$ cat src/pkg/pmc_consts.svh
// Purpose: Constants for the counter-array channel 1 and 2 mode control.
// Assumes: Register addresses are special-function register addresses.
// Notes:   Included by its bare name.
`ifndef PMC_CONSTS_SVH
`define PMC_CONSTS_SVH

`define PMC_CH1_MODE_ADDR 8'hDB
`define PMC_CH2_MODE_ADDR 8'hDC
`define PMC_CH1_CCL_ADDR  8'hE9
`define PMC_CH1_CCH_ADDR  8'hEA
`define PMC_CH2_CCL_ADDR  8'hEB
`define PMC_CH2_CCH_ADDR  8'hEC

`define PMC_BIT_WIDE      7
`define PMC_BIT_COMP      6
`define PMC_BIT_RISE      5
`define PMC_BIT_FALL      4
`define PMC_BIT_MATCH     3
`define PMC_BIT_TOGGLE    2
`define PMC_BIT_PWM       1
`define PMC_BIT_IRQ_MASK  0

`define PMC_MODE_RESET    8'h00
`define PMC_CCR_RESET     16'h0000
`define PMC_RDATA_UNMAP   8'h00

`endif

$ cat src/pkg/pmc_pkg.sv
// Purpose: Types shared by the channel mode control files.
// Assumes: Nothing beyond the constants header.
// Notes:   Wave modes are decoded from the mode register bits.
package pmc_pkg;
  typedef logic [7:0]  pmc_byte_t;
  typedef logic [15:0] pmc_word_t;
  typedef enum logic [2:0] {
    PMC_IDLE,
    PMC_TOGGLE,
    PMC_PWM8,
    PMC_WIDE_MODULATION_SELECT,
    PMC_FREQ
  } pmc_wave_t;
endpackage

$ cat src/rtl/pmc_wave.sv
// Purpose: Output waveform generator for one counter-array channel.
// Assumes: Match strobes come from the control block, one per counter step.
// Notes:   Pin output and enable are both registered.
`timescale 1ns/10ps
`default_nettype none
`include "pmc_consts.svh"
module pmc_wave (
  input  wire logic          sys_clk,
  input  wire logic          reset_n,
  input  wire pmc_pkg::pmc_byte_t mode,
  input  wire pmc_pkg::pmc_word_t ccr,
  input  wire pmc_pkg::pmc_word_t cnt,
  input  wire logic          match_evt,
  input  wire logic          low_match_evt,
  output logic               pin_out,
  output logic               pin_oe_n
);
  import pmc_pkg::*;

  pmc_wave_t wave_mode;
  logic      pin_r;
  logic      pin_nxt;
  logic      oe_n_r;
  wire       comp_on   = mode[`PMC_BIT_COMP];
  wire       tog_on    = mode[`PMC_BIT_TOGGLE];
  wire       pwm_on    = mode[`PMC_BIT_PWM];
  wire       drive_nxt = tog_on | pwm_on;

  // Toggle together with pulse-width selects frequency output, never plain toggle.
  always_comb begin
    if (!comp_on) begin
      wave_mode = PMC_IDLE;
    end else if (tog_on && pwm_on) begin
      wave_mode = PMC_FREQ;
    end else if (pwm_on) begin
      wave_mode = mode[`PMC_BIT_WIDE] ? PMC_WIDE_MODULATION_SELECT : PMC_PWM8;
    end else if (tog_on) begin
      wave_mode = PMC_TOGGLE;
    end else begin
      wave_mode = PMC_IDLE;
    end
  end

  // The 8 or 16-bit width choice is made above from the width bit; this block runs both cases.
  always_comb begin
    case (wave_mode)
      PMC_TOGGLE: pin_nxt = match_evt ? ~pin_r : pin_r;
      PMC_FREQ:   pin_nxt = low_match_evt ? ~pin_r : pin_r;
      PMC_PWM8:   pin_nxt = cnt[7:0] < ccr[7:0];
      PMC_WIDE_MODULATION_SELECT:  pin_nxt = cnt < ccr;
      default:    pin_nxt = pin_r;
    endcase
  end

  always_ff @(posedge sys_clk) begin
    if (!reset_n) begin
      pin_r  <= 1'b0;
      oe_n_r <= 1'b1;
    end else begin
      pin_r  <= pin_nxt;
      oe_n_r <= ~drive_nxt;
    end
  end

  assign pin_out  = pin_r;
  assign pin_oe_n = oe_n_r;
endmodule
`default_nettype wire

$ cat src/rtl/pmc_mode_ctrl.sv
// Purpose: Mode registers, capture, match flags and pins of channels 1 and 2.
// Assumes: The counter value and register port are synchronous to sys_clk.
// Notes:   Read data appears one cycle after the read strobe.
// How it works
// - Pulse-width mode gives 16-bit modulation if width bit set, else 8-bit.
// - Comparator match flag and pin level work only while bit 6 of mode is set; pin enable needs only bit 2 or 1.
// - Bit 5 set makes the channel capture on a rising input edge.
// - Bit 4 set makes the channel capture on a falling input edge.
// - With bit 3 set, counter equal to compare value sets the channel flag.
// - With bit 2 set, a compare match inverts the channel output pin.
// - Toggle and pulse-width bits together select frequency output mode.
// - With bit 1 set and bit 2 clear, the pin carries a pulse-width modulated waveform.
// - Bit 0 gates the flag onto the channel interrupt request.
// - Low byte write clears comparator enable; high byte write sets it.
`timescale 1ns/10ps
`default_nettype none
`include "pmc_consts.svh"
module pmc_mode_ctrl (
  input  wire logic               sys_clk,
  input  wire logic               reset_n,
  input  wire logic [7:0]         sfr_addr,
  input  wire logic               sfr_wr,
  input  wire logic               sfr_rd,
  input  wire pmc_pkg::pmc_byte_t sfr_wdata,
  output logic [7:0]              sfr_rdata,
  input  wire pmc_pkg::pmc_word_t counter_value,
  input  wire logic               channel1_flag_clear,
  input  wire logic               channel2_flag_clear,
  output logic                    channel1_event_flag,
  output logic                    channel2_event_flag,
  output logic                    channel1_irq,
  output logic                    channel2_irq,
  input  wire logic               channel1_pin_in,
  output logic                    channel1_pin_out,
  output logic                    channel1_pin_oe_n,
  input  wire logic               channel2_pin_in,
  output logic                    channel2_pin_out,
  output logic                    channel2_pin_oe_n
);
  import pmc_pkg::*;

  pmc_byte_t mode_r [2];
  pmc_word_t ccr_r [2];
  logic      flag_r [2];
  logic      irq_r [2];
  logic      pin_in_prev_r [2];
  pmc_word_t cnt_prev_r;
  pmc_byte_t rdata_r;
  logic      pin_in [2];
  logic      flag_clear [2];
  logic      pin_out [2];
  logic      pin_oe_n [2];
  logic      wr_mode [2];
  logic      wr_low [2];
  logic      wr_high [2];
  logic      cap_evt [2];
  logic      match_evt [2];
  logic      low_match_evt [2];

  // Matches fire only when the counter moves, so a parked counter fires once.
  wire cnt_moved = counter_value != cnt_prev_r;

  assign pin_in[0]     = channel1_pin_in;
  assign pin_in[1]     = channel2_pin_in;
  assign flag_clear[0] = channel1_flag_clear;
  assign flag_clear[1] = channel2_flag_clear;

  assign wr_mode[0] = sfr_wr && (sfr_addr == `PMC_CH1_MODE_ADDR);
  assign wr_mode[1] = sfr_wr && (sfr_addr == `PMC_CH2_MODE_ADDR);
  assign wr_low[0]  = sfr_wr && (sfr_addr == `PMC_CH1_CCL_ADDR);
  assign wr_low[1]  = sfr_wr && (sfr_addr == `PMC_CH2_CCL_ADDR);
  assign wr_high[0] = sfr_wr && (sfr_addr == `PMC_CH1_CCH_ADDR);
  assign wr_high[1] = sfr_wr && (sfr_addr == `PMC_CH2_CCH_ADDR);

  wire pmc_byte_t rd_mux =
    (sfr_addr == `PMC_CH1_MODE_ADDR) ? mode_r[0] :
    (sfr_addr == `PMC_CH2_MODE_ADDR) ? mode_r[1] :
    (sfr_addr == `PMC_CH1_CCL_ADDR)  ? ccr_r[0][7:0] :
    (sfr_addr == `PMC_CH1_CCH_ADDR)  ? ccr_r[0][15:8] :
    (sfr_addr == `PMC_CH2_CCL_ADDR)  ? ccr_r[1][7:0] :
    (sfr_addr == `PMC_CH2_CCH_ADDR)  ? ccr_r[1][15:8] :
    `PMC_RDATA_UNMAP;

  always_ff @(posedge sys_clk) begin
    if (!reset_n) begin
      rdata_r    <= `PMC_RDATA_UNMAP;
      cnt_prev_r <= `PMC_CCR_RESET;
    end else begin
      rdata_r    <= sfr_rd ? rd_mux : rdata_r;
      cnt_prev_r <= counter_value;
    end
  end

  genvar ch;
  generate
    for (ch = 0; ch < 2; ch++) begin : g_ch
      wire rise = pin_in[ch] & ~pin_in_prev_r[ch];
      wire fall = ~pin_in[ch] & pin_in_prev_r[ch];
      assign cap_evt[ch] = (rise && mode_r[ch][`PMC_BIT_RISE]) ||
                           (fall && mode_r[ch][`PMC_BIT_FALL]);
      assign match_evt[ch] = cnt_moved && (counter_value == ccr_r[ch]);
      assign low_match_evt[ch] = cnt_moved && (counter_value[7:0] == ccr_r[ch][7:0]);
      wire flag_set = cap_evt[ch] ||
                      (match_evt[ch] && mode_r[ch][`PMC_BIT_MATCH] &&
                       mode_r[ch][`PMC_BIT_COMP]);
      pmc_byte_t mode_nxt;
      pmc_word_t ccr_nxt;

      // Low byte write drops the comparator, high byte write re-arms it.
      always_comb begin
        mode_nxt = mode_r[ch];
        if (wr_mode[ch]) begin
          mode_nxt = sfr_wdata;
        end else if (wr_low[ch]) begin
          mode_nxt[`PMC_BIT_COMP] = 1'b0;
        end else if (wr_high[ch]) begin
          mode_nxt[`PMC_BIT_COMP] = 1'b1;
        end
      end

      // A capture edge beats a software write landing in the same cycle.
      always_comb begin
        ccr_nxt = ccr_r[ch];
        if (cap_evt[ch]) begin
          ccr_nxt = counter_value;
        end else if (wr_low[ch]) begin
          ccr_nxt[7:0] = sfr_wdata;
        end else if (wr_high[ch]) begin
          ccr_nxt[15:8] = sfr_wdata;
        end
      end

      always_ff @(posedge sys_clk) begin
        if (!reset_n) begin
          mode_r[ch]        <= `PMC_MODE_RESET;
          ccr_r[ch]         <= `PMC_CCR_RESET;
          flag_r[ch]        <= 1'b0;
          irq_r[ch]         <= 1'b0;
          pin_in_prev_r[ch] <= 1'b0;
        end else begin
          mode_r[ch]        <= mode_nxt;
          ccr_r[ch]         <= ccr_nxt;
          flag_r[ch]        <= flag_set | (flag_r[ch] & ~flag_clear[ch]);
          irq_r[ch]         <= flag_r[ch] & mode_r[ch][`PMC_BIT_IRQ_MASK];
          pin_in_prev_r[ch] <= pin_in[ch];
        end
      end

      pmc_wave u_wave (
        .sys_clk       (sys_clk),
        .reset_n       (reset_n),
        .mode          (mode_r[ch]),
        .ccr           (ccr_r[ch]),
        .cnt           (counter_value),
        .match_evt     (match_evt[ch]),
        .low_match_evt (low_match_evt[ch]),
        .pin_out       (pin_out[ch]),
        .pin_oe_n      (pin_oe_n[ch])
      );

      wire comp  = mode_r[ch][`PMC_BIT_COMP];
      wire toggle_enable   = mode_r[ch][`PMC_BIT_TOGGLE];
      wire pwm   = mode_r[ch][`PMC_BIT_PWM];
      wire wide  = mode_r[ch][`PMC_BIT_WIDE];

    end
  endgenerate

  assign sfr_rdata           = rdata_r;
  assign channel1_event_flag = flag_r[0];
  assign channel2_event_flag = flag_r[1];
  assign channel1_irq        = irq_r[0];
  assign channel2_irq        = irq_r[1];
  assign channel1_pin_out    = pin_out[0];
  assign channel2_pin_out    = pin_out[1];
  assign channel1_pin_oe_n   = pin_oe_n[0];
  assign channel2_pin_oe_n   = pin_oe_n[1];
endmodule
`default_nettype wire

$ cat config.mk
export PLATFORM = sky130hd
export DESIGN_NAME = pmc_mode_ctrl
export DESIGN_NICKNAME = d
export VERILOG_FILES = /design/src/pkg/pmc_pkg.sv /design/src/rtl/pmc_wave.sv /design/src/rtl/pmc_mode_ctrl.sv
export VERILOG_INCLUDE_DIRS = /design/src /design/src/pkg
export SDC_FILE = /design/constraint.sdc
export NUM_CORES = 1
export LEC_CHECK = 0
export BUFFER_PORTS_ARGS = -buffer_cell sky130_fd_sc_hd__buf_2
export CAP_MARGIN = 5
export CORE_MARGIN = 2
export CORE_UTILIZATION = 60
export CTS_CLUSTER_DIAMETER = 40
export DETAILED_ROUTE_END_ITERATION = 10
export PLACE_DENSITY = 0.83
export SLEW_MARGIN = 20
export SYNTH_ARGS = -nofsm -noshare
export SYNTH_HDL_FRONTEND = slang
export SYNTH_SLANG_ARGS = --single-unit
$ cat constraint.sdc
create_clock -name sys_clk -period 4.3 [get_ports sys_clk]
set_clock_uncertainty 0.05 [all_clocks]
set_input_delay 0.645 -clock sys_clk [delete_from_list [all_inputs] [get_ports sys_clk]]
set_output_delay 0.645 -clock sys_clk [all_outputs]
set_load 0.005 [all_outputs]
# Yosys cells after proc, flatten, opt, wreduce, memory -nomap -nowiden
# Memory sizes are Yosys's and may differ from the RTL's.
# Index checks and enable logic that the tools add are counted.
# totals
reg_bits	28
ram_bits	54
in_bits	40
out_inout_bits	16
wordCells	150
mem_count	5
# mem_list
memory	words	word_bits	rd	rd_ports_with_merged_regs	write_ports	line_no	rtl
ccr_r	2	16	2	0	2	pmc_mode_ctrl.sv:43	pmc_word_t ccr_r [2];
mode_r	2	8	2	0	2	pmc_mode_ctrl.sv:42	pmc_byte_t mode_r [2];
flag_r	2	1	2	0	2	pmc_mode_ctrl.sv:44	logic flag_r [2];
irq_r	2	1	2	0	2	pmc_mode_ctrl.sv:45	logic irq_r [2];
pin_in_prev_r	2	1	2	0	2	pmc_mode_ctrl.sv:46	logic pin_in_prev_r [2];
# op_classes
order_cmp	4
n_eq_ne	23
mux	52
n_bitwise	32
reduce_logical	28
# op_table
op	n
$mux W8	14
$mux W16	4
$eq A8 B8 Y1 const B	6
$eq A16 B16 Y1	2
$lt A16 B16 Y1	2
$mux W1	24
$logic_and A1 B1 Y1	20
$mux W3	6
$eq A8 B8 Y1	2
$lt A8 B8 Y1	2
$ne A16 B16 Y1	1
$or A1 B1 Y1	14
$eq A3 B2 Y1 const B	4
$mux W6	2
$not A1 Y1	10
$and A1 B1 Y1	8
$ne A2 B1 Y1 const B	4
$pmux W1 S4	2
$reduce_bool A4 Y1	2
$eq A3 B1 Y1 const B	2
$eq A3 B3 Y1 const B	2
$reduce_and A3 Y1	2
$logic_or A1 B1 Y1	4

# Longest topological paths before layout
# Gate-level depths: netlist (run 1).
# An unclocked memory read counts as a cell.
# logic_depth
ltp_word	8
depth_mapped	8
mapped_depth_nobuf	8

# Cells and area by module
# Synthesis (run 1) repeated with hierarchy kept, for this count alone.
# unflattened
cells_unflattened	594
area_unflattened_um2	5083.6
# by_module_without_submodules
module	n_inst	cells_per_inst	area_each_um2	seq_area_each_um2
pmc_mode_ctrl	1	460	4110.2	1561.5
pmc_wave	2	67	486.7	40.0

# Least setup slack after synthesis (run 1)
# Ideal clock, no wire load.
# synth_timing
path_kind	in2reg
startpoint	input counter_value[9]
endpoint	register g_ch[0].u_wave.pin_r
setup_time_ps	92
arrival_ps	1745
required_ps	4158
path_slack_ps	2413
stages	7
n_path_buf	0
path_cell_list	ha_1 a21o_1 a21o_1 a21oi_1 nor2_1 o21a_1 o32ai_1
# synth_via
elab_chain_len	4
word_cells_on_any_way	9
cone_classes	1 x order compare; 4 x eq/ne; 1 x mux; 3 x reduce/logical
# synth_rtl
element	line_no	rtl
start: declaration	pmc_mode_ctrl.sv:26	input wire pmc_pkg::pmc_word_t counter_value,
branches (longest 4 deep; another with $lt A16 B16 Y1)	-	
end signal: assignment	pmc_wave.sv:60	pin_r <= pin_nxt;
end: declaration	pmc_wave.sv:21	logic pin_r;
# Several ways; the timed one is not identified.
# A chain may end at the register's enable or synchronous reset.

==> run_summary.xml, run 1 <==
<?xml version="1.0" encoding="UTF-8"?>
<metrics>
  <group name="setup_path">
    <metric name="critPathMaxFanout" unit="">17</metric>
    <metric name="cpPeakStageDelay" unit="ps">830</metric>
    <metric name="reg2reg_to" unit="">g_ch[1].u_wave.pin_out</metric>
    <metric name="critical-path-top-delay-family" unit="">simple AND/OR/NAND/NOR gates</metric>
    <metric name="timing.setup.critical_path_class" unit="">input pin to flop</metric>
    <metric name="cp-start-kind" unit="">input pin</metric>
    <metric name="r2r_startpoint" unit="">cnt_prev_r[12]</metric>
    <metric name="critical_path_buf_inv_count" unit="">2</metric>
    <metric name="setup_crit_end_kind" unit="">flop</metric>
    <metric name="timing.critical_path.arrival" unit="ps">2650</metric>
    <metric name="cpMaxStageDelayCell" unit="">nor4b_4</metric>
    <metric name="path_cells" unit="">buf_2 &gt; inv_2 &gt; nor4b_4 &gt; nand2_1 &gt; nand2_1 &gt; a311oi_1</metric>
    <metric name="setup.reg_to_reg.worst_slack" unit="ps">2180</metric>
    <metric name="worstPathRequired" unit="ps">4470</metric>
    <metric name="timing.critical_path.mode_cell" unit="">nand2_1</metric>
    <metric name="timing.reg2reg.worst_path_depth" unit="">6</metric>
  </group>
  <group name="global_route">
    <metric name="grt_overflow" unit="">0</metric>
    <metric name="antenna_violations_before_repair" unit="">0</metric>
    <metric name="grt_pass1_wl" unit="mm">22.2</metric>
    <metric name="grt_max_degree" unit="">51</metric>
    <metric name="globalRouteTotalUtil" unit="%">34.6</metric>
    <metric name="number_of_global_route_vias_before_repair" unit="">4142</metric>
  </group>
  <group name="power_and_ir_drop">
    <metric name="switching_share" unit="%">25.5</metric>
    <metric name="power.density_cell_area" unit="nW/um2">307</metric>
    <metric name="clockPowerShare" unit="%">39.0</metric>
    <metric name="finalPower" unit="uW">1560</metric>
    <metric name="p_leak" unit="uW">0.00195</metric>
    <metric name="netSwitchingPower" unit="uW">396</metric>
    <metric name="combPwrFrac" unit="%">10.9</metric>
    <metric name="worst_ir_drop_vdd" unit="V">0.000210</metric>
    <metric name="int_pwr" unit="uW">1160</metric>
    <metric name="seq_power_share" unit="%">50.1</metric>
  </group>
  <group name="cells_and_area">
    <metric name="ff_latch_area" unit="um2">1640</metric>
    <metric name="count_of_inserted_antenna_diode_cells" unit="">0</metric>
    <metric name="num-fill-cells" unit="">657</metric>
    <metric name="drive_above_1_share" unit="%">16.6</metric>
    <metric name="area_growth_syn_to_layout" unit="%">11.4</metric>
    <metric name="finalNetCount" unit="">648</metric>
    <metric name="multi_input_gate_area" unit="um2">2660</metric>
  </group>
  <group name="floorplan">
    <metric name="initial_utilization" unit="%">62.4</metric>
    <metric name="io-pin-count" unit="">56</metric>
    <metric name="design.die.area" unit="um2">8290</metric>
    <metric name="die_height" unit="um">91.1</metric>
    <metric name="fp.dieW" unit="um">91.1</metric>
    <metric name="core_area" unit="um2">7290</metric>
    <metric name="floorplan.rows" unit="">31</metric>
  </group>
  <group name="sta">
    <metric name="count_of_final_hold_check_violations" unit="">0</metric>
    <metric name="maxClockFrequency" unit="MHz">402</metric>
    <metric name="rsz0062_at_grt" unit="">false</metric>
    <metric name="max-slew-margin-rel" unit="%">37.6</metric>
    <metric name="final-setup-viol-count" unit="">0</metric>
    <metric name="timing_worst_slew_pin_value" unit="ps">933</metric>
    <metric name="report.final.slew_viol_count" unit="">0</metric>
    <metric name="min_period_over_period" unit="%">57.8</metric>
    <metric name="finalSetupTns" unit="ps">0</metric>
    <metric name="finalWorstPathRequiredPeriod" unit="ps">2490</metric>
  </group>
  <group name="yosys">
    <metric name="netlist-cell-type-count" unit="">47</metric>
    <metric name="synth_area_per_cell" unit="um2">8.55</metric>
    <metric name="post_synth_instance_area" unit="um2">4550</metric>
    <metric name="synth-seq-area-share" unit="%">36.1</metric>
    <metric name="synth_warnings" unit="">0</metric>
    <metric name="synth_top_cell_area_share" unit="%">36.1</metric>
    <metric name="syn_nets" unit="">604</metric>
    <metric name="synth_top_flop_cell" unit="">dfxtp_1</metric>
    <metric name="synth_edf_count" unit="">0</metric>
    <metric name="ys_top_cells_by_area" unit="">dfxtp_1 (36%), ha_1 (8.8%), nor2_1 (5.4%)</metric>
    <metric name="postSynth.asyncResetShare" unit="%">0</metric>
    <metric name="synth_seq_cells" unit="">82</metric>
    <metric name="yosys.area.top_type" unit="">dfxtp_1</metric>
    <metric name="postSynthCellCount" unit="">532</metric>
  </group>
  <group name="run">
    <metric name="max_cap_violations" unit="">0</metric>
  </group>
  <group name="clocking">
    <metric name="clkSlewWorstSetupHoldPaths" unit="ps">90</metric>
    <metric name="clock_latency_reported_for_the_late_side_of_the_worst_skew_pair" unit="ps">360</metric>
    <metric name="resize_count_post_cts" unit="">0</metric>
    <metric name="cts_tree" unit="">done</metric>
    <metric name="cts.hold.buffers_added" unit="">0</metric>
    <metric name="cts_made_buffers" unit="">9</metric>
    <metric name="tritoncts_num_sinks" unit="">82</metric>
    <metric name="cts-root-buf" unit="">clkbuf_8</metric>
    <metric name="maximum_number_of_buffers_from_clock_root_to_sink" unit="">2</metric>
    <metric name="cts_max_level" unit="">3</metric>
    <metric name="post-cts-setup-buffer-count" unit="">0</metric>
  </group>
  <group name="route">
    <metric name="routed_wire_length_per_instance" unit="um">20.4</metric>
    <metric name="met2_wirelength" unit="mm">6.43</metric>
    <metric name="detail_route.drc_violations" unit="">0</metric>
    <metric name="drt-total-wl" unit="mm">13.8</metric>
    <metric name="route.met3.wl" unit="mm">1.39</metric>
    <metric name="viasPerCell" unit="">6.34</metric>
    <metric name="num_vias" unit="">4308</metric>
    <metric name="routed.top_layer" unit="">met4</metric>
    <metric name="met1_length" unit="mm">5.64</metric>
    <metric name="detailedRoute.firstIterationViolations" unit="">367</metric>
    <metric name="post_drt_antenna_nets" unit="">0</metric>
    <metric name="drt_first_pass_iters" unit="">9</metric>
  </group>
  <group name="placed_design">
    <metric name="place.detailed.hpwl" unit="mm">9.94</metric>
    <metric name="routabilityCongestion" unit="">0.955</metric>
    <metric name="io_buffers" unit="">55</metric>
  </group>
  <group name="hold_path">
    <metric name="min_from" unit="">mode_r[0][0]</metric>
    <metric name="holdPathStages" unit="">2</metric>
    <metric name="timing.hold.worst.class" unit="">flop to flop</metric>
    <metric name="worstHoldEndpoint" unit="">mode_r[0][0]</metric>
  </group>
  <group name="outcome">
    <metric name="outcome" unit="">finished clean</metric>
  </group>
</metrics>
[cells in the mapped netlist, types with 10 or more instances]
cell type	number
a21oi_1	30
nand3_1	37
dfxtp_1	82
and2_1	17
clkbuf_1	16
nand2_1	42
inv_1	36
xnor2_1	17
a211oi_1	10
nand4_1	13
mux2i_1	23
nor2_1	66
a311oi_1	24
ha_1	32
[power by group through the flow]
stage               registers [uW]  clock network, uW  logic [uW]
floorplan                      796                  0        91.5
global placement               797                  0         157
detailed placement             797                  0         163
CTS                            779                605         165
global route                   781                638         182
finish                         779                607         169
[tightest hold or removal path: stages (launching register included)]
cell and delay, ps:
dfxtp_1 340, nand2_1 60, a21oi_1 50
[how the worst max path moves through the flow]
stage | endpoint | cells after the start | slack [ps] | startpoint
2_1_floorplan | g_ch[0].u_wave.pin_out | 7 | 2410 | counter_value[9]
4_1_cts | mode_r[0][6] | 6 | 1870 | sfr_addr[0]
6_report | ccr_r[0][0] | 6 | 1810 | sfr_addr[0]
5_1_grt | ccr_r[0][5] | 6 | 1650 | sfr_addr[0]
3_5_place_dp | ccr_r[0][7] | 6 | 1490 | sfr_addr[0]
3_3_place_gp | ccr_r[0][0] | 6 | 1500 | sfr_addr[0]
[placed cells by master (no fill, tap or decap), types with 3 or more instances in the layout]
cell and count:
nor2_1 66, a221oi_1 8, a21oi_1 30, a31oi_1 3, a311oi_1 24, clkbuf_8 9
and2_1 17, o211ai_1 4, nand4_1 13, a211oi_1 10, a21o_1 5, buf_4 3
mux2i_1 23, o21ai_0 5, dfxtp_1 82, nand2_1 42, nand2_2 3, nand3_1 37
o221a_2 8, nor2b_1 3, inv_1 36, o221ai_1 8, xnor2_1 17, nand2b_1 4
buf_2 55, ha_1 32
[metal layers]
metal / up-vias / global-route usage, %
met5: - / 0
met4: 0 / 11.4
met3: 42 / 9.29
met2: 245 / 54.3
met1: 2008 / 46.2
li1: 2013 / -
[through the flow]
stage | worst slack (ps) | cell area, um2 | util [%] | std cells | hold slack, ps
finish | 1810 | 5070 | 69.5 | 679 | 440
global route | 1650 | 5070 | 69.5 | 679 | 457
CTS | 1870 | 5070 | 69.5 | 679 | 440
detailed placement | 1490 | 4860 | 66.7 | 664 | 428
global placement | 1500 | 4860 | 66.7 | 664 | 414
floorplan | 2410 | 4550 | - | 532 | 395
[sequential cells by signal (all words and copies together) (netlist names)]
name	flops
irq_r	2
mode_r	16
pin_in_prev_r	2
ccr_r	32
flag_r	2
g_ch.u_wave.pin_oe_n	2
sfr_rdata	8
cnt_prev_r	16
g_ch.u_wave.pin_out	2
[cell families after synthesis]
kind of cell,Yosys count,synth area share (%)
and+or+nand+nor,201,22.4
buffers and inverters,63,5.80
adders and majority gates,32,8.80
AOI/OAI and AO/OA,114,18.6
xor gates and xnor gates,17,3.27
muxes,23,5.06
DFF,82,36.1
[layout make-up]
cell class,instances,share of cell area [%]
clock buffer,10,2.52
sequential,82,32.4
tap,99,2.44
timing repair buffer,58,5.87
clock inverter,5,1.58
inverter,38,2.81
multi-input combinational,387,52.4
Note: power is estimated with default switching activity, not from simulation.
==> run 2: changes to the inputs <==
--- a/config.mk
+++ b/config.mk
@@ -9,10 +9,10 @@
 export BUFFER_PORTS_ARGS = -buffer_cell sky130_fd_sc_hd__buf_2
 export CAP_MARGIN = 5
 export CORE_MARGIN = 2
-export CORE_UTILIZATION = 60
+export CORE_UTILIZATION = 58
 export CTS_CLUSTER_DIAMETER = 40
 export DETAILED_ROUTE_END_ITERATION = 10
-export PLACE_DENSITY = 0.83
+export PLACE_DENSITY = 0.81
 export SLEW_MARGIN = 20
 export SYNTH_ARGS = -nofsm -noshare
 export SYNTH_HDL_FRONTEND = slang
==> constraint.sdc (replaced) <==
create_clock -name sys_clk -period 2.5 [get_ports sys_clk]
set_clock_uncertainty 0.05 [all_clocks]
set_input_delay 0.375 -clock sys_clk [delete_from_list [all_inputs] [get_ports sys_clk]]
set_output_delay 0.375 -clock sys_clk [all_outputs]
set_load 0.005 [all_outputs]
==> run 2 against run 1 <==
  * Final area grew 1.5%
  * Register-to-register slack got worse by 1700 ps
  * Wire length decreased by 0.86%
  * Setup slack got worse by 1300 ps
  * Utilization is 2.3 points lower
  * Clock power rose by 68%
  * First-iteration DRC count is 17% lower
  * Via count is 0.81% lower
  * Critical path depth unchanged
  * Die area up 3.3%
  * Non-clock buffer count grew 9
  * Combinational power rose by 75%
==> run_summary.xml, run 2 (synthesis results as in run 1) <==
<?xml version="1.0" encoding="UTF-8"?>
<metrics>
  <group name="floorplan">
    <metric name="initial_utilization" unit="%">59.5</metric>
    <metric name="die_height" unit="um">92.6</metric>
    <metric name="fp.dieW" unit="um">92.6</metric>
    <metric name="floorplan.rows" unit="">32</metric>
    <metric name="core_area" unit="um2">7650</metric>
    <metric name="design.die.area" unit="um2">8570</metric>
    <metric name="io-pin-count" unit="">56</metric>
  </group>
  <group name="clocking">
    <metric name="cts_tree" unit="">done</metric>
    <metric name="maximum_number_of_buffers_from_clock_root_to_sink" unit="">2</metric>
    <metric name="tritoncts_num_sinks" unit="">82</metric>
    <metric name="cts.hold.buffers_added" unit="">0</metric>
    <metric name="clkSlewWorstSetupHoldPaths" unit="ps">100</metric>
    <metric name="cts_max_level" unit="">3</metric>
    <metric name="cts-root-buf" unit="">clkbuf_8</metric>
    <metric name="clock_latency_reported_for_the_late_side_of_the_worst_skew_pair" unit="ps">360</metric>
    <metric name="cts_made_buffers" unit="">9</metric>
    <metric name="post-cts-setup-buffer-count" unit="">0</metric>
    <metric name="resize_count_post_cts" unit="">0</metric>
  </group>
  <group name="setup_path">
    <metric name="critPathMaxFanout" unit="">3</metric>
    <metric name="timing.critical_path.arrival" unit="ps">2250</metric>
    <metric name="worstPathRequired" unit="ps">2730</metric>
    <metric name="cp-start-kind" unit="">flop</metric>
    <metric name="timing.setup.critical_path_class" unit="">flop to flop</metric>
    <metric name="setup_crit_end_kind" unit="">flop</metric>
  </group>
  <group name="global_route">
    <metric name="grt_overflow" unit="">0</metric>
    <metric name="number_of_global_route_vias_before_repair" unit="">4171</metric>
    <metric name="grt_max_degree" unit="">34</metric>
    <metric name="grt_pass1_wl" unit="mm">21.8</metric>
    <metric name="globalRouteTotalUtil" unit="%">33.2</metric>
    <metric name="antenna_violations_before_repair" unit="">0</metric>
  </group>
  <group name="sta">
    <metric name="worst_slack" unit="ps">473</metric>
    <metric name="finalSetupTns" unit="ps">0</metric>
    <metric name="maxClockFrequency" unit="MHz">493</metric>
    <metric name="max-slew-margin-rel" unit="%">53.1</metric>
    <metric name="count_of_final_hold_check_violations" unit="">0</metric>
    <metric name="timing_worst_slew_pin_value" unit="ps">698</metric>
    <metric name="report.final.slew_viol_count" unit="">0</metric>
    <metric name="whs" unit="ps">209</metric>
    <metric name="min_period_over_period" unit="%">81.1</metric>
    <metric name="finalWorstPathRequiredPeriod" unit="ps">2030</metric>
    <metric name="rsz0062_at_grt" unit="">false</metric>
    <metric name="final-setup-viol-count" unit="">0</metric>
  </group>
  <group name="cells_and_area">
    <metric name="area_growth_syn_to_layout" unit="%">13.1</metric>
    <metric name="flip_flop_count_of_the_largest_register_after_layout" unit="">32</metric>
    <metric name="num-fill-cells" unit="">687</metric>
    <metric name="drive_above_1_share" unit="%">18.1</metric>
    <metric name="reg_top3" unit="">ccr_r x32, cnt_prev_r x16, mode_r x16</metric>
    <metric name="layout_common_cells" unit="">dfxtp_1 (82), nor2_1 (66), buf_2 (55)</metric>
    <metric name="max_flop_register" unit="">ccr_r</metric>
    <metric name="finalNetCount" unit="">657</metric>
    <metric name="count_of_inserted_antenna_diode_cells" unit="">0</metric>
    <metric name="post-route-cell-area" unit="um2">5140</metric>
    <metric name="most_common_cell_after_layout_fill_and_taps_aside" unit="">dfxtp_1</metric>
  </group>
  <group name="power_and_ir_drop">
    <metric name="p_leak" unit="uW">0.00200</metric>
    <metric name="worst_ir_drop_vdd" unit="V">0.000295</metric>
    <metric name="power.density_cell_area" unit="nW/um2">517</metric>
  </group>
  <group name="route">
    <metric name="drt_first_pass_iters" unit="">5</metric>
    <metric name="viasPerCell" unit="">6.17</metric>
    <metric name="routed_wire_length_per_instance" unit="um">19.8</metric>
    <metric name="drt-total-wl" unit="mm">13.7</metric>
    <metric name="detail_route.drc_violations" unit="">0</metric>
    <metric name="detailedRoute.firstIterationViolations" unit="">303</metric>
    <metric name="num_vias" unit="">4273</metric>
    <metric name="post_drt_antenna_nets" unit="">0</metric>
  </group>
  <group name="placed_design">
    <metric name="placement.setup.worst_slack" unit="ps">308</metric>
    <metric name="routabilityCongestion" unit="">0.928</metric>
    <metric name="place.detailed.hpwl" unit="mm">10.2</metric>
    <metric name="postPlaceCellArea" unit="um2">4930</metric>
    <metric name="io_buffers" unit="">55</metric>
  </group>
  <group name="hold_path">
    <metric name="timing.hold.worst.class" unit="">input pin to flop</metric>
  </group>
  <group name="run">
    <metric name="max_cap_violations" unit="">0</metric>
  </group>
  <group name="outcome">
    <metric name="outcome" unit="">finished clean</metric>
  </group>
</metrics>
[run 2: cell types whose count changed in the layout (fill, tap and decap cells not counted)]
| cell | before | now |
|---|---|---|
| bufinv_16 | 2 | 1 |
| clkbuf_1 | 1 | 0 |
| inv_8 | 0 | 2 |
| clkinv_2 | 1 | 0 |
| clkinv_4 | 0 | 2 |
| inv_6 | 0 | 1 |
| buf_4 | 3 | 12 |
| clkinvlp_4 | 2 | 1 |
[run 2: worst paths after layout]
| kind | startpoint | endpoint | slack (ps) | cells past startpoint |
|---|---|---|---|---|
| max | ccr_r[1][6] | g_ch[1].u_wave.pin_out | 470 | 6 |
| min reg2reg | mode_r[0][3] | mode_r[0][3] | 440 | 2 |
| max reg2reg | ccr_r[1][6] | g_ch[1].u_wave.pin_out | 470 | 6 |
| min | channel1_pin_in | pin_in_prev_r[0] | 210 | 2 |
[run 2: layout make-up]
class                           count  area (um2)  area share, %
Timing Repair Buffer               67         365           7.10
Tap cell                          102         128           2.48
Inverter                           38         143           2.77
Multi-Input combinational cell    387        2660           51.6
Clock inverter                      7        86.3           1.68
Sequential cell                    82        1640           31.9
Clock buffer                        9         124           2.41
[run 2: metal layers]
layer | up-vias | global-route usage [%] | share of wire (%)
met4 | 0 | 13.7 | 3.6
met5 | - | 0 | 0
li1 | 2035 | - | -
met3 | 42 | 5.37 | 8.0
met2 | 200 | 52.5 | 46
met1 | 1996 | 45.2 | 43
[run 2: stage by stage]
stage | util (%) | std cells | power [uW]
3_3_place_gp | 64.5 | 676 | 1650
4_1_cts | 67.3 | 692 | 2660
2_1_floorplan | - | 532 | 1530
6_report | 67.3 | 692 | 2660
5_1_grt | 67.3 | 692 | 2740
3_5_place_dp | 64.5 | 676 | 1660
[run 2: power by group]
| part | leakage (uW) | internal (uW) | switching (uW) | total, uW |
|---|---|---|---|---|
| Clock | 0.000104 | 482 | 540 | 1020 |
| Combinational | 0.00123 | 114 | 182 | 296 |
| Sequential | 0.000667 | 1330 | 12.1 | 1340 |
| Total | 0.00200 | 1920 | 734 | 2660 |
[run 2: worst max-delay path: stages (launching register included)]
cell      delay (ps)
dfxtp_1          390
inv_1             60
ha_1             310
nand4_1          130
nor3_1           600
mux2i_1          170
a211oi_1         240
==> run 3: changes to the inputs <==
--- a/config.mk
+++ b/config.mk
@@ -9,10 +9,10 @@
 export BUFFER_PORTS_ARGS = -buffer_cell sky130_fd_sc_hd__buf_2
 export CAP_MARGIN = 5
 export CORE_MARGIN = 2
-export CORE_UTILIZATION = 58
+export CORE_UTILIZATION = 53
 export CTS_CLUSTER_DIAMETER = 40
 export DETAILED_ROUTE_END_ITERATION = 10
-export PLACE_DENSITY = 0.81
+export PLACE_DENSITY = 0.78
 export SLEW_MARGIN = 20
 export SYNTH_ARGS = -nofsm -noshare
 export SYNTH_HDL_FRONTEND = slang
==> constraint.sdc (replaced) <==
create_clock -name sys_clk -period 1.8 [get_ports sys_clk]
set_clock_uncertainty 0.05 [all_clocks]
set_input_delay 0.27 -clock sys_clk [delete_from_list [all_inputs] [get_ports sys_clk]]
set_output_delay 0.27 -clock sys_clk [all_outputs]
set_load 0.005 [all_outputs]
==> run 3 against run 2 <==
  * Sequential share of layout area shrank 2.5 points
  * Clock power grew 41%
  * Utilization grew 1.3 points
  * Final area grew 10%
  * Final cell count grew 5.3%
  * Flip-flop and latch count is the same
  * Non-clock buffer count grew 34
  * Setup slack lost 460 ps
  * Sequential power grew 39%
==> run_summary.xml, run 3 (synthesis results as in run 1) <==
<?xml version="1.0" encoding="UTF-8"?>
<metrics>
  <group name="outcome">
    <metric name="outcome" unit="">finished clean</metric>
  </group>
  <group name="setup_path">
    <metric name="setup_crit_end_kind" unit="">flop</metric>
    <metric name="r2r_startpoint" unit="">ccr_r[0][14]</metric>
    <metric name="timing.setup.critical_path_class" unit="">flop to flop</metric>
    <metric name="timing.reg2reg.worst_path_depth" unit="">8</metric>
    <metric name="reg2reg_to" unit="">g_ch[0].u_wave.pin_out</metric>
    <metric name="cp-start-kind" unit="">flop</metric>
    <metric name="timing.critical_path.arrival" unit="ps">2000</metric>
    <metric name="setup.reg_to_reg.worst_slack" unit="ps">10</metric>
    <metric name="worstPathRequired" unit="ps">2010</metric>
    <metric name="critPathMaxFanout" unit="">2</metric>
  </group>
  <group name="sta">
    <metric name="report.final.slew_viol_count" unit="">0</metric>
    <metric name="finalWorstPathRequiredPeriod" unit="ps">1790</metric>
    <metric name="final-setup-viol-count" unit="">0</metric>
    <metric name="whs" unit="ps">101</metric>
    <metric name="max-slew-margin-rel" unit="%">66.7</metric>
    <metric name="rsz0062_at_grt" unit="">true</metric>
    <metric name="timing_worst_slew_pin_value" unit="ps">499</metric>
    <metric name="maxClockFrequency" unit="MHz">559</metric>
    <metric name="min_period_over_period" unit="%">99.5</metric>
    <metric name="count_of_final_hold_check_violations" unit="">0</metric>
  </group>
  <group name="hold_path">
    <metric name="timing.hold.worst.class" unit="">input pin to flop</metric>
    <metric name="min_from" unit="">channel1_pin_in</metric>
    <metric name="worstHoldEndpoint" unit="">pin_in_prev_r[0]</metric>
    <metric name="holdPathStages" unit="">2</metric>
  </group>
  <group name="placed_design">
    <metric name="routabilityCongestion" unit="">0.989</metric>
    <metric name="placed_insts" unit="">706</metric>
    <metric name="io_buffers" unit="">55</metric>
    <metric name="place.detailed.hpwl" unit="mm">10.3</metric>
    <metric name="postPlaceCellArea" unit="um2">5230</metric>
  </group>
  <group name="route">
    <metric name="detail_route.drc_violations" unit="">0</metric>
    <metric name="viasPerCell" unit="">6.13</metric>
    <metric name="routed_wire_length_per_instance" unit="um">19.5</metric>
    <metric name="num_vias" unit="">4470</metric>
    <metric name="detailedRoute.firstIterationViolations" unit="">280</metric>
    <metric name="drt_first_pass_iters" unit="">5</metric>
    <metric name="drt-total-wl" unit="mm">14.2</metric>
    <metric name="post_drt_antenna_nets" unit="">0</metric>
  </group>
  <group name="cells_and_area">
    <metric name="finalNetCount" unit="">691</metric>
    <metric name="count_of_inserted_antenna_diode_cells" unit="">0</metric>
    <metric name="area_growth_syn_to_layout" unit="%">24.4</metric>
    <metric name="layout_common_cells" unit="">nor2_1 (64), dfxtp_1 (64), buf_2 (55)</metric>
    <metric name="flip_flop_count_of_the_largest_register_after_layout" unit="">32</metric>
    <metric name="final-instance-count-excl-fill" unit="">729</metric>
    <metric name="num-fill-cells" unit="">668</metric>
    <metric name="post-route-cell-area" unit="um2">5660</metric>
    <metric name="max_flop_register" unit="">ccr_r</metric>
    <metric name="drive_above_1_share" unit="%">29.6</metric>
    <metric name="reg_top3" unit="">ccr_r x32, cnt_prev_r x16, mode_r x16</metric>
  </group>
  <group name="clocking">
    <metric name="cts_tree" unit="">done</metric>
    <metric name="maximum_number_of_buffers_from_clock_root_to_sink" unit="">2</metric>
    <metric name="clkSlewWorstSetupHoldPaths" unit="ps">100</metric>
    <metric name="cts_max_level" unit="">3</metric>
    <metric name="tritoncts_num_sinks" unit="">82</metric>
    <metric name="cts-root-buf" unit="">clkbuf_8</metric>
    <metric name="cts_made_buffers" unit="">9</metric>
    <metric name="clock_latency_reported_for_the_late_side_of_the_worst_skew_pair" unit="ps">380</metric>
    <metric name="cts.hold.buffers_added" unit="">0</metric>
  </group>
  <group name="global_route">
    <metric name="grt_pass1_wl" unit="mm">22.3</metric>
    <metric name="globalRouteTotalUtil" unit="%">30.1</metric>
    <metric name="grt_max_degree" unit="">37</metric>
    <metric name="number_of_global_route_vias_before_repair" unit="">4310</metric>
    <metric name="antenna_violations_before_repair" unit="">0</metric>
    <metric name="grt_overflow" unit="">0</metric>
  </group>
  <group name="floorplan">
    <metric name="die_height" unit="um">96.7</metric>
    <metric name="core_area" unit="um2">8260</metric>
    <metric name="fp.dieW" unit="um">96.7</metric>
    <metric name="io-pin-count" unit="">56</metric>
    <metric name="floorplan.rows" unit="">33</metric>
    <metric name="design.die.area" unit="um2">9340</metric>
    <metric name="initial_utilization" unit="%">55.1</metric>
  </group>
  <group name="power_and_ir_drop">
    <metric name="seq_power_share" unit="%">49.2</metric>
    <metric name="combPwrFrac" unit="%">12.8</metric>
    <metric name="netSwitchingPower" unit="uW">1060</metric>
    <metric name="int_pwr" unit="uW">2730</metric>
    <metric name="power.density_cell_area" unit="nW/um2">669</metric>
    <metric name="switching_share" unit="%">28.0</metric>
    <metric name="p_leak" unit="uW">0.00225</metric>
    <metric name="worst_ir_drop_vdd" unit="V">0.000492</metric>
    <metric name="clockPowerShare" unit="%">38.0</metric>
  </group>
  <group name="run">
    <metric name="max_cap_violations" unit="">0</metric>
  </group>
</metrics>
==> run 3: changes by cell type in the layout (fill, tap and decap cells not counted), sizes merged <==
cell,change
buf,+34
clkinv,-1
inv,+1
==> run 3: per-layer routing <==
metal	vias to the layer above	track usage (%)	part of all wire, %
li1	2095	-	-
met1	2085	37.6	41
met2	236	47.2	45
met3	54	8.67	9.0
met4	0	15.7	4.9
met5	-	0	0
==> run 3: worst max path at each step <==
stage / to / cells after the start / from / slack, ps
final: g_ch[0].u_wave.pin_out / 8 / ccr_r[0][14] / 10
after global routing: g_ch[1].u_wave.pin_out / 8 / ccr_r[1][13] / -40
after CTS: g_ch[0].u_wave.pin_out / 8 / ccr_r[0][9] / 7
after detailed placement: g_ch[1].u_wave.pin_out / 7 / counter_value[6] / -240
after global placement: g_ch[1].u_wave.pin_out / 7 / counter_value[6] / -100
after floorplan: g_ch[0].u_wave.pin_out / 8 / ccr_r[0][1] / 210
==> run 3: repair_timing <==
item                       4_1_cts  5_1_grt
setup buffers                    0        7
resized for setup                2       43
setup endpoints to repair        3        3
pin swaps                        2       21
==> run 3: power groups by stage <==
stage               clock (uW)  combinational [uW]  sequential [uW]
floorplan                    0                 219             1900
global placement             0                 438             1900
detailed placement           0                 449             1900
CTS                       1460                 452             1860
global route              1540                 520             1870
finish                    1440                 484             1860
==> run 3: worst max-delay path, cell delays in order, from the launching register on <==
cell and delay [ps]:
dfxtp_2 350, inv_2 40, ha_4 250, nand4_1 240
nor2_2 230, a21oi_2 70, nor3_2 200, xnor2_1 150
o32ai_1 100
==> run 3: layout make-up <==
cell class / count / area, um2 / share of cell area [%]
clock buffer: 9 / 124 / 2.19
clock inverter: 7 / 83.8 / 1.48
tap: 105 / 131 / 2.32
inverter: 38 / 143 / 2.52
sequential: 82 / 1660 / 29.4
multi-input combinational: 387 / 2810 / 49.6
timing repair buffer: 101 / 708 / 12.5
==> run 3: metrics by stage <==
| step | total power, uW | setup TNS (ps) | setup slack, ps | util (%) |
|---|---|---|---|---|
| detailed placement | 2350 | -484 | -241 | 63.3 |
| floorplan | 2120 | 0 | 207 | - |
| finish | 3780 | 0 | 9.89 | 68.6 |
| CTS | 3770 | 0 | 7.45 | 65.9 |
| global placement | 2340 | -186 | -98.4 | 63.3 |
| global route | 3930 | -64.5 | -39.4 | 68.6 |
